$ cat config.mk
export PLATFORM = sky130hd
export DESIGN_NAME = dma_bus_arbiter
export DESIGN_NICKNAME = d
export VERILOG_FILES = /design/src/include/dma_arb_pkg.sv /design/src/include/pin_sync_if.sv /design/src/rtl/dma_bus_arbiter.sv /design/src/rtl/pin_sync.sv
export SDC_FILE = /design/constraint.sdc
export NUM_CORES = 1
export LEC_CHECK = 0
export CAP_MARGIN = 20
export CORE_MARGIN = 2
export CORE_UTILIZATION = 45
export DETAILED_ROUTE_END_ITERATION = 10
export DONT_BUFFER_PORTS = 1
export PLACE_DENSITY = 0.67
export SLEW_MARGIN = 15
export SYNTH_ARGS = -nofsm -noshare
export SYNTH_HDL_FRONTEND = slang
export SYNTH_HIERARCHICAL = 1
export SYNTH_SLANG_ARGS = --single-unit
$ cat constraint.sdc
create_clock -name core_clk -period 3.3 [get_ports core_clk]
set_clock_uncertainty 0.05 [all_clocks]
set_input_delay 0.66 -clock core_clk [delete_from_list [all_inputs] [get_ports core_clk]]
set_output_delay 0.66 -clock core_clk [all_outputs]
set_load 0.01 [all_outputs]
$ cat src/include/dma_arb_pkg.sv
// constants, state types and timing figures for the dma bus arbiter
package dma_arb_pkg;
  // =========================================================
  // widths and channel count
  localparam int CH_N = 2;
  localparam int PORT_W = 8;
  localparam int COUNT_W = 8;
  localparam int RESUME_W = 4;
  localparam int PIN_N = 3;

  // =========================================================
  // synchronised pin slots
  localparam int PIN_NMI = 0;
  localparam int PIN_EXT = 1;
  localparam int PIN_RDY = 2;
  localparam logic [PIN_N-1:0] PIN_RESET = 3'h7;

  // =========================================================
  // external master priority field, two bits of dma_control_two
  localparam logic [1:0] PRIO_TOP = 2'h3;
  localparam logic [1:0] PRIO_BOTTOM = 2'h2;
  localparam int PRIO_USE_BIT = 1;

  // =========================================================
  // reset values and the last count
  localparam logic [COUNT_W-1:0] COUNT_RESET = 8'h00;
  localparam logic [PORT_W-1:0] PORT_RESET = 8'h00;
  localparam logic [CH_N-1:0] ACK_IDLE = 2'h3;
  localparam logic [CH_N-1:0] CH_NONE = 2'h0;
  localparam logic [COUNT_W-1:0] COUNT_LAST = 8'h01;
  localparam logic [RESUME_W-1:0] RESUME_IDLE = 4'h0;

  // =========================================================
  // timing: resume one bus cycle plus 1.5 clocks after the clear write
  localparam int CLK_NS = 100;
  localparam int BUS_CYCLE_NS = 300;
  localparam int RESUME_CLK_TENTHS = 15;
  localparam int RESUME_NS = BUS_CYCLE_NS + (RESUME_CLK_TENTHS * CLK_NS) / 10;
  localparam int RESUME_CYC = (RESUME_NS + CLK_NS - 1) / CLK_NS;
  // one cycle is spent raising the request itself
  localparam logic [RESUME_W-1:0] RESUME_LOAD = RESUME_W'(RESUME_CYC - 1);

  // =========================================================
  // types
  typedef enum logic [1:0] {
    XFER_MEM_MEM = 2'b00,
    XFER_MEM_IO = 2'b01,
    XFER_IO_MEM = 2'b10
  } xfer_e;

  typedef enum logic [1:0] {
    OWN_CPU = 2'b00,
    OWN_REQ = 2'b01,
    OWN_DMA = 2'b10,
    OWN_EXT = 2'b11
  } owner_e;

  typedef enum logic [1:0] {
    PH_IDLE = 2'b00,
    PH_ONE = 2'b01,
    PH_TWO = 2'b10,
    PH_THREE = 2'b11
  } phase_e;
endpackage : dma_arb_pkg

$ cat src/include/pin_sync_if.sv
// synchronised pin levels passed from the synchroniser to the arbiter
`timescale 1ns/10ps
interface pin_sync_if;
  logic [dma_arb_pkg::PIN_N-1:0] level;
  modport src (output level);
  modport dst (input level);
endinterface : pin_sync_if

$ cat src/rtl/dma_bus_arbiter.sv
// bus ownership arbiter for two dma channels, an external master and nmi abort
// =========================================================
// Contract
// [RL1] priority field 11 puts external master above channels, 10 below.
// [RL2] upper priority bit clear: lower bit ignored, external master never granted.
// [RL3] top priority: external request suspends channel after current byte, then resume.
// [RL4] channel requests during external ownership served after, if still pending.
// [RL5] bottom priority: external grant only once all channel transfers finish.
// [RL6] granted external master keeps the bus until it withdraws its request.
// [RL7] abort feature enabled by control bit one, disabled by zero.
// [RL8] nmi fall during transfer sets flag, bus back to cpu at byte boundary.
// [RL9] abort decided at end of state 3; later edges allow one more byte.
// [RL10] nmi handler must write the flag clear command before returning.
// [RL11] request reasserted one bus cycle plus 1.5 clocks after clear write.
// [RL12] external request during cpu-owned nmi handling asks cpu for the bus.
// [RL13] nmi taken from dma: external master gets bus only at top priority.
// [RL14] ready input synchronised before use as wait.
// [RL15] low synchronised ready at a phase boundary makes that cycle a wait.
// [RL16] waits only in states 2 and 3 memory-memory, state 3 otherwise.
// [RL17] reset clears all state: counts zero, channels off, abort off; here abort enable is an input that reset does not clear.
// [RL18] reset abandons any transfer at once.
// [RL19] active channel acknowledge low for every type; address and strobe still out.
// [RL20] software should load base port address with an unused i/o address.
// [RL21] external request and grant are active low, request level sensitive.
// [RL22] channel 1 always wins over channel 0.
// [RL23] nmi synchronised and falling edge caught once per edge.
`timescale 1ns/10ps
module dma_bus_arbiter (
  input wire logic core_clk,
  input wire logic nrst,
  input wire logic [1:0] ext_priority,
  input wire logic nmi_abort_enable,
  input wire logic [1:0] ch_start,
  input wire logic [1:0] ch_demand_mode,
  input wire logic [1:0] ch_xfer_mem_mem,
  input wire logic [dma_arb_pkg::COUNT_W-1:0] ch_byte_count,
  input wire logic [dma_arb_pkg::PORT_W-1:0] base_port_address_zero,
  input wire logic [dma_arb_pkg::PORT_W-1:0] base_port_address_one,
  input wire logic channel_zero_request,
  input wire logic channel_one_request,
  input wire logic external_master_bus_request_n,
  input wire logic nmi_n,
  input wire logic external_ready_wait,
  input wire logic nmi_flag_clear_command,
  input wire logic cpu_bus_grant,
  output logic cpu_bus_request,
  output logic external_master_bus_grant_n,
  output logic [1:0] dma_acknowledge_n,
  output logic port_address_latch_strobe,
  output logic [dma_arb_pkg::PORT_W-1:0] port_address,
  output logic [1:0] terminal_count,
  output logic nmi_flag,
  output logic [1:0] bus_owner
);
  // =========================================================
  // pin synchronisation
  pin_sync_if pins ();

  // [RL14] ready, request and nmi pass the agreement synchroniser
  pin_sync u_sync (
    .core_clk(core_clk),
    .nrst(nrst),
    .raw_pins({external_ready_wait, external_master_bus_request_n, nmi_n}),
    .sync(pins)
  );

  logic nmi_s;
  logic ext_req;
  logic wait_s;
  assign nmi_s = pins.level[dma_arb_pkg::PIN_NMI];
  // [RL21] request is active low and taken as a level
  assign ext_req = !pins.level[dma_arb_pkg::PIN_EXT];
  assign wait_s = !pins.level[dma_arb_pkg::PIN_RDY];

  // =========================================================
  // state
  dma_arb_pkg::owner_e owner_q;
  dma_arb_pkg::phase_e phase_q;
  logic target_ext_q;
  logic act_ch_q;
  logic stop_q;
  logic nmi_prev_q;
  logic nmi_from_dma_q;
  logic [dma_arb_pkg::RESUME_W-1:0] resume_q;
  logic [1:0] running_q;
  logic [1:0] single_q;
  logic [1:0] req_prev_q;
  logic [dma_arb_pkg::COUNT_W-1:0] count_q [2];

  // =========================================================
  // decode of configuration and requests
  logic [1:0] ch_req;
  logic [1:0] pend;
  logic any_pend;
  logic sel_ch;
  logic ext_allowed;
  logic ext_top;
  logic nmi_fall;
  logic nmi_block;
  logic dma_want;
  logic byte_start;
  logic byte_end;
  logic hold_wait;
  logic ext_from_cpu;
  logic ext_from_dma;

  assign ch_req = {channel_one_request, channel_zero_request};
  // [RL2] without the upper bit the external master is never served
  assign ext_allowed = ext_priority[dma_arb_pkg::PRIO_USE_BIT];
  // [RL1] top when the field reads 11, bottom when 10
  assign ext_top = (ext_priority == dma_arb_pkg::PRIO_TOP);
  // [RL23] edge taken from the filtered level, never the first stage
  assign nmi_fall = nmi_prev_q && !nmi_s;
  // [RL7] abort only acts while enabled
  assign nmi_block = nmi_abort_enable && (nmi_flag || (resume_q != dma_arb_pkg::RESUME_IDLE));
  assign any_pend = |pend;
  // [RL22] channel 1 beats channel 0
  assign sel_ch = pend[1];
  assign dma_want = any_pend && !nmi_block;
  // [RL13] after an abort from dma, only a top priority master may cut in
  assign ext_from_cpu = ext_allowed && ext_req && (ext_top || !dma_want)
    && (ext_top || !nmi_from_dma_q);
  // [RL5] bottom priority waits for the channels to run dry
  assign ext_from_dma = ext_allowed && ext_req && (ext_top || !any_pend);

  // [RL16] waits in two only for memory-memory, always in three
  always_comb begin
    hold_wait = 1'b0;
    if (phase_q == dma_arb_pkg::PH_THREE) begin
      hold_wait = wait_s;
    end else if (phase_q == dma_arb_pkg::PH_TWO) begin
      hold_wait = wait_s && ch_xfer_mem_mem[act_ch_q];
    end
  end

  assign byte_end = (phase_q == dma_arb_pkg::PH_THREE) && !hold_wait;
  assign byte_start = (owner_q == dma_arb_pkg::OWN_DMA) && (phase_q == dma_arb_pkg::PH_IDLE)
    && !stop_q && !ext_from_dma && dma_want;

  // =========================================================
  // per channel request bookkeeping
  genvar c;
  generate
    for (c = 0; c < dma_arb_pkg::CH_N; c++) begin : g_ch
      // memory-memory runs to terminal count, demand follows the level
      assign pend[c] = running_q[c] && (ch_xfer_mem_mem[c] || (ch_demand_mode[c] ?
        ch_req[c] : single_q[c]));

      // [RL4] single requests are remembered across external ownership
      always_ff @(posedge core_clk or negedge nrst) begin
        if (!nrst) begin
          single_q[c] <= 1'b0;
          req_prev_q[c] <= 1'b0;
        end else begin
          req_prev_q[c] <= ch_req[c];
          if (running_q[c] && ch_req[c] && !req_prev_q[c]) begin
            single_q[c] <= 1'b1;
          end else if (byte_start && (sel_ch == 1'(c))) begin
            single_q[c] <= 1'b0;
          end else if (!running_q[c]) begin
            single_q[c] <= 1'b0;
          end
        end
      end

      // [RL17] counts clear to zero and channels stay off until started
      always_ff @(posedge core_clk or negedge nrst) begin
        if (!nrst) begin
          running_q[c] <= 1'b0;
          count_q[c] <= dma_arb_pkg::COUNT_RESET;
          terminal_count[c] <= 1'b0;
        end else begin
          terminal_count[c] <= 1'b0;
          if (ch_start[c]) begin
            running_q[c] <= 1'b1;
            count_q[c] <= ch_byte_count;
          end else if (byte_end && (act_ch_q == 1'(c))) begin
            count_q[c] <= count_q[c] - dma_arb_pkg::COUNT_LAST;
            if (count_q[c] == dma_arb_pkg::COUNT_LAST) begin
              running_q[c] <= 1'b0;
              terminal_count[c] <= 1'b1;
            end
          end
        end
      end
    end
  endgenerate

  // =========================================================
  // nmi flag and resume delay
  // [RL8] flag is sticky; a new edge wins over a clear in the same cycle
  always_ff @(posedge core_clk or negedge nrst) begin
    if (!nrst) begin
      nmi_prev_q <= 1'b1;
      nmi_flag <= 1'b0;
    end else begin
      nmi_prev_q <= nmi_s;
      if (nmi_fall && nmi_abort_enable) begin
        nmi_flag <= 1'b1;
      end else if (nmi_flag_clear_command) begin
        nmi_flag <= 1'b0;
      end
    end
  end

  // [RL11] hold the channels back for a bus cycle and one and a half clocks
  always_ff @(posedge core_clk or negedge nrst) begin
    if (!nrst) begin
      resume_q <= dma_arb_pkg::RESUME_IDLE;
    end else if (nmi_flag_clear_command) begin
      resume_q <= dma_arb_pkg::RESUME_LOAD;
    end else if (resume_q != dma_arb_pkg::RESUME_IDLE) begin
      resume_q <= resume_q - 1'b1;
    end
  end

  // [RL13] remember whether the abort took the bus from a channel
  always_ff @(posedge core_clk or negedge nrst) begin
    if (!nrst) begin
      nmi_from_dma_q <= 1'b0;
    end else if (owner_q == dma_arb_pkg::OWN_DMA && phase_q == dma_arb_pkg::PH_IDLE
      && stop_q) begin
      nmi_from_dma_q <= 1'b1;
    end else if (nmi_flag_clear_command) begin
      nmi_from_dma_q <= 1'b0;
    end
  end

  // [RL9] judged at the end of state three; later edges let one more byte run
  always_ff @(posedge core_clk or negedge nrst) begin
    if (!nrst) begin
      stop_q <= 1'b0;
    end else if (byte_end) begin
      stop_q <= nmi_abort_enable && nmi_flag;
    end else if (owner_q != dma_arb_pkg::OWN_DMA) begin
      stop_q <= 1'b0;
    end
  end

  // =========================================================
  // bus ownership
  // [RL18] reset drops the bus and any byte in flight at once
  always_ff @(posedge core_clk or negedge nrst) begin
    if (!nrst) begin
      owner_q <= dma_arb_pkg::OWN_CPU;
      target_ext_q <= 1'b0;
      cpu_bus_request <= 1'b0;
      external_master_bus_grant_n <= 1'b1;
    end else begin
      unique case (owner_q)
        dma_arb_pkg::OWN_CPU: begin
          // [RL12] an external request during nmi handling still asks the cpu
          if (ext_from_cpu || dma_want) begin
            owner_q <= dma_arb_pkg::OWN_REQ;
            target_ext_q <= ext_from_cpu;
            cpu_bus_request <= 1'b1;
          end
        end
        dma_arb_pkg::OWN_REQ: begin
          if (cpu_bus_grant) begin
            if (target_ext_q) begin
              owner_q <= dma_arb_pkg::OWN_EXT;
              external_master_bus_grant_n <= 1'b0;
            end else begin
              owner_q <= dma_arb_pkg::OWN_DMA;
            end
          end
        end
        dma_arb_pkg::OWN_DMA: begin
          // [RL3] top priority cuts in only between bytes
          if (phase_q == dma_arb_pkg::PH_IDLE && !byte_start) begin
            if (ext_from_dma && !stop_q) begin
              owner_q <= dma_arb_pkg::OWN_EXT;
              external_master_bus_grant_n <= 1'b0;
            end else begin
              owner_q <= dma_arb_pkg::OWN_CPU;
              cpu_bus_request <= 1'b0;
            end
          end
        end
        dma_arb_pkg::OWN_EXT: begin
          // [RL6] nobody else gets the bus until the request is withdrawn
          if (!ext_req) begin
            external_master_bus_grant_n <= 1'b1;
            if (dma_want) begin
              owner_q <= dma_arb_pkg::OWN_DMA;
            end else begin
              owner_q <= dma_arb_pkg::OWN_CPU;
              cpu_bus_request <= 1'b0;
            end
          end
        end
      endcase
    end
  end

  assign bus_owner = owner_q;

  // =========================================================
  // byte phases and pin outputs
  // [RL15] a low ready holds state three, or state two of a memory-memory byte, for every cycle that it stays low
  always_ff @(posedge core_clk or negedge nrst) begin
    if (!nrst) begin
      phase_q <= dma_arb_pkg::PH_IDLE;
      act_ch_q <= 1'b0;
    end else begin
      unique case (phase_q)
        dma_arb_pkg::PH_IDLE: begin
          if (byte_start) begin
            phase_q <= dma_arb_pkg::PH_ONE;
            act_ch_q <= sel_ch;
          end
        end
        dma_arb_pkg::PH_ONE: phase_q <= dma_arb_pkg::PH_TWO;
        dma_arb_pkg::PH_TWO: begin
          if (!hold_wait) begin
            phase_q <= dma_arb_pkg::PH_THREE;
          end
        end
        dma_arb_pkg::PH_THREE: begin
          if (!hold_wait) begin
            phase_q <= dma_arb_pkg::PH_IDLE;
          end
        end
      endcase
    end
  end

  // [RL19] acknowledge, port address and strobe go out for every type
  always_ff @(posedge core_clk or negedge nrst) begin
    if (!nrst) begin
      dma_acknowledge_n <= dma_arb_pkg::ACK_IDLE;
      port_address_latch_strobe <= 1'b0;
      port_address <= dma_arb_pkg::PORT_RESET;
    end else begin
      if (byte_start) begin
        dma_acknowledge_n <= sel_ch ? 2'h1 : 2'h2;
        port_address_latch_strobe <= 1'b1;
        port_address <= sel_ch ? base_port_address_one : base_port_address_zero;
      end else if (phase_q == dma_arb_pkg::PH_ONE) begin
        port_address_latch_strobe <= 1'b0;
      end else if (byte_end) begin
        dma_acknowledge_n <= dma_arb_pkg::ACK_IDLE;
      end
    end
  end
endmodule : dma_bus_arbiter

$ cat src/rtl/pin_sync.sv
// three-stage synchroniser with agreement filter for the asynchronous pins
`timescale 1ns/10ps
module pin_sync (
  input wire logic core_clk,
  input wire logic nrst,
  input wire logic [dma_arb_pkg::PIN_N-1:0] raw_pins,
  pin_sync_if.src sync
);
  // =========================================================
  // per pin chain
  logic [dma_arb_pkg::PIN_N-1:0] s1_q;
  logic [dma_arb_pkg::PIN_N-1:0] s2_q;
  logic [dma_arb_pkg::PIN_N-1:0] s3_q;
  logic [dma_arb_pkg::PIN_N-1:0] lvl_q;

  genvar g;
  generate
    for (g = 0; g < dma_arb_pkg::PIN_N; g++) begin : g_pin
      // first stage feeds only the second; level moves when two and three agree
      always_ff @(posedge core_clk or negedge nrst) begin
        if (!nrst) begin
          s1_q[g] <= dma_arb_pkg::PIN_RESET[g];
          s2_q[g] <= dma_arb_pkg::PIN_RESET[g];
          s3_q[g] <= dma_arb_pkg::PIN_RESET[g];
          lvl_q[g] <= dma_arb_pkg::PIN_RESET[g];
        end else begin
          s1_q[g] <= raw_pins[g];
          s2_q[g] <= s1_q[g];
          s3_q[g] <= s2_q[g];
          if (s2_q[g] == s3_q[g]) begin
            lvl_q[g] <= s3_q[g];
          end
        end
      end
    end
  endgenerate

  assign sync.level = lvl_q;
endmodule : pin_sync

# Word-level counts from Yosys, hierarchy flattened

Index checks and enable logic that the tools add are counted.

Bits in registers: 63
Output and inout bits: 18
Input bits: 42

Bitwise logic cells: 2
Multiplexer cells: 66
$lt $le $gt $ge: 1
Equal/unequal tests: 27
Reduce and logical (&&, ||, !) cells: 73
$add $sub $neg: 3

Operators with widths:

| operator                                              | count |
|---|---|
| 2-to-1 mux 1 bit                                      | 42 |
| 2-to-1 mux 8 bit                                      | 5 |
| logical AND 1 bit                                     | 28 |
| 2-to-1 mux 2 bit                                      | 13 |
| inequality test 2 bit, second input constant          | 10 |
| nonzero test 2 bit                                    | 10 |
| equality test 8 x 1 -> 1 bit, second input constant   | 2 |
| one-hot mux 2 bit (4 select lines)                    | 2 |
| subtractor 8 x 1 -> 8 bit, second input constant      | 2 |
| logical NOT 1 bit                                     | 13 |
| AND reduction 6 bit                                   | 2 |
| equality test 2 bit, second input constant            | 5 |
| AND reduction 2 bit                                   | 5 |
| 2-to-1 mux 4 bit                                      | 2 |
| logical OR 1 bit                                      | 7 |
| inequality test 2 x 1 -> 1 bit, second input constant | 3 |
| inequality test 3 x 1 -> 1 bit, second input constant | 2 |
| one-hot mux 1 bit (3 select lines)                    | 2 |
| nonzero test 3 bit                                    | 2 |
| equality test 2 x 1 -> 1 bit, second input constant   | 2 |
| logical NOT 2 bit                                     | 2 |
| AND reduction 4 bit                                   | 1 |
| nonzero test 4 bit                                    | 1 |
| subtractor 4 x 1 -> 4 bit, second input constant      | 1 |
| other kinds (5)                                       | 8 |

# Longest topological paths before layout

Word-level depth: 14
Mapped depth: 8
Gate-level depth less buffers: 8

# Hierarchy

The synthesis kept the hierarchy.

Modules (own cells, without submodules):

| module          | area an instance (um^2) | times used | seq. area each (um^2) | cells an instance |
|---|---|---|---|---|
| dma_bus_arbiter | 2630.0                  | 1          | 1281.2                | 278 |
| pin_sync        | 349.1                   | 1          | 315.3                 | 15 |

# Least setup slack after synthesis

No wires, ideal clock.

Path type: input to register
From: in ch_demand_mode[1]
To: reg owner_q[1], in the netlist bus_owner[1]
Arrival time: 1.830 ns
Path slack: 1.296 ns
Required time: 3.126 ns
Buffers on the path: 0
Cell stages on the path: 6
Library setup time: 0.124 ns
Cell sequence: mux2_4 > o21ai_2 > o2bb2ai_1 > nand2_1 > a22o_1 > o31a_1

Cells in the longest elaborated chain, start to end: 14
Elaborated cells between the ends (all ways): 27
Those cells by class: eq/ne: 2; mux: 6; reduce/logical: 19

Ends and longest elaborated chain:

| element                                  | line                   | source |
|---|---|---|
| from (decl)                              | dma_bus_arbiter.sv:34  | `input wire logic [1:0] ch_demand_mode,` |
| 2-to-1 mux 1 bit (*)                     | dma_bus_arbiter.sv:146 | `assign pend[c] = running_q[c] && (ch_xfer_mem_mem[c] \|\| (ch_demand_mode[c] ?` |
| logical OR 1 bit (*)                     | dma_bus_arbiter.sv:146 |  |
| logical AND 1 bit (*)                    | dma_bus_arbiter.sv:146 |  |
| OR reduction 2 bit (*)                   | dma_bus_arbiter.sv:116 | `assign any_pend = \|pend;` |
| logical NOT 1 bit                        | dma_bus_arbiter.sv:124 | `assign ext_from_dma = ext_allowed && ext_req && (ext_top \|\| !any_pend);` |
| logical OR 1 bit                         | dma_bus_arbiter.sv:124 |  |
| logical AND 1 bit                        | dma_bus_arbiter.sv:124 |  |
| logical NOT 1 bit                        | dma_bus_arbiter.sv:138 | `&& !stop_q && !ext_from_dma && dma_want;` |
| logical AND 1 bit (2 in a row)           | dma_bus_arbiter.sv:138 |  |
| logical NOT 1 bit                        | dma_bus_arbiter.sv:271 | `if (phase_q == dma_arb_pkg::PH_IDLE && !byte_start) begin` |
| logical AND 1 bit                        | dma_bus_arbiter.sv:271 |  |
| inequality test 2 x 1 -> 1 bit (no line) | n/a                    |  |
| AND reduction 4 bit (no line)            | n/a                    |  |
| to (signal assigned)                     | dma_bus_arbiter.sv:273 | `owner_q <= dma_arb_pkg::OWN_EXT;` |
| to (signal assigned)                     | dma_bus_arbiter.sv:276 | `owner_q <= dma_arb_pkg::OWN_CPU;` |
| to (signal assigned)                     | dma_bus_arbiter.sv:286 | `owner_q <= dma_arb_pkg::OWN_DMA;` |
| to (decl)                                | dma_bus_arbiter.sv:77  | `dma_arb_pkg::owner_e owner_q;` |

Mark *: on every way between the ends. The rest lies on a longest branch, timed or not. The select of a mux whose other input is x is not followed.
A chain may end at the register's enable or synchronous reset.

# Final worst setup path

From: reg phase_q[1]
To: reg single_q[0]

Cells in the longest elaborated chain, start to end: 8
Elaborated cells between the ends (all ways): 9
Those cells by class: eq/ne: 1; mux: 2; reduce/logical: 6

Ends and longest elaborated chain:

| element                            | line                   | source |
|---|---|---|
| from (decl)                        | dma_bus_arbiter.sv:78  | `dma_arb_pkg::phase_e phase_q;` |
| from (signal assigned)             | dma_bus_arbiter.sv:304 | `phase_q <= dma_arb_pkg::PH_IDLE;` |
| from (signal assigned)             | dma_bus_arbiter.sv:310 | `phase_q <= dma_arb_pkg::PH_ONE;` |
| from (signal assigned)             | dma_bus_arbiter.sv:314 | `dma_arb_pkg::PH_ONE: phase_q <= dma_arb_pkg::PH_TWO;` |
| logical NOT 2 bit (*)              | dma_bus_arbiter.sv:137 | `assign byte_start = (owner_q == dma_arb_pkg::OWN_DMA) && (phase_q == dma_arb_pkg::PH_IDLE)` |
| logical AND 1 bit (*)              | dma_bus_arbiter.sv:137 |  |
| logical AND 1 bit (*) (3 in a row) | dma_bus_arbiter.sv:138 |  |
| logical AND 1 bit (*)              | dma_bus_arbiter.sv:158 | `end else if (byte_start && (sel_ch == 1'(c))) begin` |
| 2-to-1 mux 1 bit                   | dma_bus_arbiter.sv:158 |  |
| 2-to-1 mux 1 bit                   | dma_bus_arbiter.sv:156 | `if (running_q[c] && ch_req[c] && !req_prev_q[c]) begin` |
| to (signal, indexed assignment)    | dma_bus_arbiter.sv:157 | `single_q[c] <= 1'b1;` |
| to (signal, indexed assignment)    | dma_bus_arbiter.sv:159 | `single_q[c] <= 1'b0;` |
| to (signal, indexed assignment)    | dma_bus_arbiter.sv:161 | `single_q[c] <= 1'b0;` |
| to (decl)                          | dma_bus_arbiter.sv:86  | `logic [1:0] single_q;` |

Mark *: on every way between the ends. The rest lies on a longest branch, timed or not.

==> run metrics <==
Clock Path Buffers=2; Core Area=6390 sq um; Hold/Removal Path Class=in2async; Worst Path Arrival=2.41 ns; die area=7290 sq um; Syn Inst Count=293; internal reg-to-reg setup slack=1.07 ns; Clock Power Share=29.5%; area of the multi-input gates=1270 sq um; outcome=finished clean; area leader, netlist=dfrtp_1; EDFF count, synth=0; post-route cell area=3300 sq um; Relative slew margins=69.1%; Remaining DRCs=0; Placed Cells=362; Cell Int Power=1730 uW; antenna violations before repair=0; Top delay family on crit path=compound AO/OA/AOI/OAI gates; synth warn=6; PwrDens=783 nW/um^2; switch share=32.8%; TritonCTS buffer count=9; Congestion Overflow GR=0; CTS sink cnt=63; Synth Flop Type=dfrtp_1; Rows=29; initial cell density of the core=46.6%; CP Cell Sequence=inv_1 -> ha_1 -> nor4bb_1 -> o221ai_1 -> a21oi_2 -> buf_4 -> nand2_1 -> a21oi_1 -> nor2b_1; Crit Path Class=reg2reg; via count=2,073; RePlAce Congestion=0.841; DP Area=3050 sq um; Crit. path cell count=9; detailed-placement wirelength estimate=4040 um; Worst R2R Path Depth=9; insertion delay to the later sink of the worst-skew pair=0.34 ns; sequential area share after synthesis=53.6%; WP buf/inv=2; Global Route Usage Sum=17.8%; Slew Viols, Final=0; Min Clock Period, post-route=2.23 ns; Post CTS Setup Buffer Count=0; I/O pin total=60; Slew @ Worst Pin=0.463 ns; antenna cells=0; chip width=85.4 um; CTS clock-pin slew for the worst setup and hold paths=0.07 ns; average size of a mapped cell=10.2 sq um; Net Switching=846 uW; Initial DRC Count=60; top cells by area, synth=dfrtp_1 (39%), dfstp_2 (14%), nand2_1 (5.5%); CP Capture Type=flip-flop; share of the synthesized area in the top cell type=39.5%; post-route ant nets=0; CTS tree=done; Finish-stage setup viols=0; Total Wirelength=5850 um; proportion of layout cells with a drive suffix above 1=14.9%; Nets=350; leakage=0.00140 uW; Via density=5.47; H-tree depth=3; RSZ-0062 raised after global routing=no; CP max stage delay=0.41 ns; fmax=0.449 GHz; setup TNS after final layout=0 ns; CP Max Fanout=24; IO Port Bufs=0; total iterations of the first detailed-routing run=4; Flop pwr share=46.2%; global-route wire length before repair=10,100 um; WL per Instance=15.4 um; slowest CP cell=dfrtp_1; vias in the first global route=2,152; Gate power share=24.3%; most common cell in the netlist=dfrtp_1; library cells used by synthesis=46; startpoint types=flip-flop; Synth Cell Area=2980 sq um; FF+latch area=1600 sq um; Max VDD drop=450 uV; Tcrit/Tclk final=67.5%; Synth async-reset ratio=100%; Yosys reg bits=63; largest net degree at the start of global routing=48; area grow syn2layout=10.7%; CTS root buf=clkbuf_8; Die Span Y=85.4 um; Non-Filler Instances=379; top cells by count, synth=dfrtp_1 (47), nand2_1 (44), o21ai_0 (24); final hold vios=0; MaxCap Viol Count=0; Mapped Nets=346; Crit path required time=3.48 ns; Fillers=580
worst paths after layout:
check / endpoint / start
worst max-delay path: single_q[0] / phase_q[1]
worst min register to register: u_sync/s2_q[0] / u_sync/s1_q[0]
worst max register to register: single_q[0] / phase_q[1]
max in group asynchronous: count_q[13] / nrst
min in group core_clk: u_sync/s1_q[2] / external_ready_wait
worst min-delay path: external_master_bus_grant_n / nrst
cell families after synthesis:
family / share of synthesized area, %
and+or+nand+nor: 15.5
buffers and inverters: 3.91
AOI/OAI and AO/OA: 15.0
xor gates and xnor gates: 4.12
adders and majority gates: 5.75
DFF: 53.6
muxes: 2.06
worst register-to-register path, stage by stage (launching register included):
cell,delay [ns]
dfrtp_1,0.41
inv_1,0.13
ha_1,0.23
nor4bb_1,0.30
o221ai_1,0.18
a21oi_2,0.16
buf_4,0.27
nand2_1,0.12
a21oi_1,0.19
nor2b_1,0.07
through the flow:
step | hold slack, ns | worst slack [ns] | utilization [%] | total power [uW]
floorplan | 0.295 | 1.30 | - | 1680
global placement | 0.298 | 1.10 | 47.7 | 1790
detailed placement | 0.297 | 1.07 | 47.7 | 1810
CTS | 0.0924 | 1.07 | 51.6 | 2600
global route | 0.0843 | 0.841 | 51.6 | 2770
finish | 0.105 | 1.07 | 51.6 | 2580
repair_timing:
action | in CTS | in global routing
endpoints found under the setup margin | 0 | 0
hold endpoints to repair | 47 | 0
hold buffers | 1 | 0
resized for setup | 0 | 0
placed cells by master (no fill, tap or decap), drive strengths merged, types with 4 or more instances in the layout:
master  count
ha         11
a21o        4
nand2      44
dfrtp      47
dfstp      16
o21ai      26
a21oi      13
xnor2      11
nor3        9
a31oi       9
nand3       5
inv        19
nor2b       7
nor2       19
clkbuf     13
final cells by class:
| type | count | area share (%) |
|---|---|---|
| clock buffers | 13 | 4.82 |
| clock inverters | 3 | 1.97 |
| inverters | 19 | 2.16 |
| multi-input cells | 201 | 38.4 |
| flip-flops and latches | 63 | 48.4 |
| well taps | 77 | 2.92 |
| repair buffers | 3 | 1.29 |
state kept, by name (all words and copies together) (netlist names), 3 cells and up:
name and flops:
count_q 16, u_sync/s2_q 3, port_address 8, u_sync/sync.level 3
resume_q 4, u_sync/s3_q 3, u_sync/s1_q 3
power by group through the flow:
| stage | Clock [uW] | Combinational, uW | Sequential (uW) |
|---|---|---|---|
| after floorplan | 0 | 549 | 1130 |
| after global placement | 0 | 590 | 1200 |
| after detailed placement | 0 | 607 | 1210 |
| after CTS | 782 | 628 | 1190 |
| after global routing | 819 | 727 | 1230 |
| final | 762 | 626 | 1190 |
metal layers:
metal / part of all wire [%] / global-route usage [%] / up-vias
li1: - / - / 1017
met1: 44 / 22.5 / 981
met2: 45 / 27.3 / 62
met3: 8.7 / 5.93 / 13
met4: 2.5 / 9.38 / 0
met5: 0 / 0 / -
No activity file was read; power rests on OpenSTA's default activity.
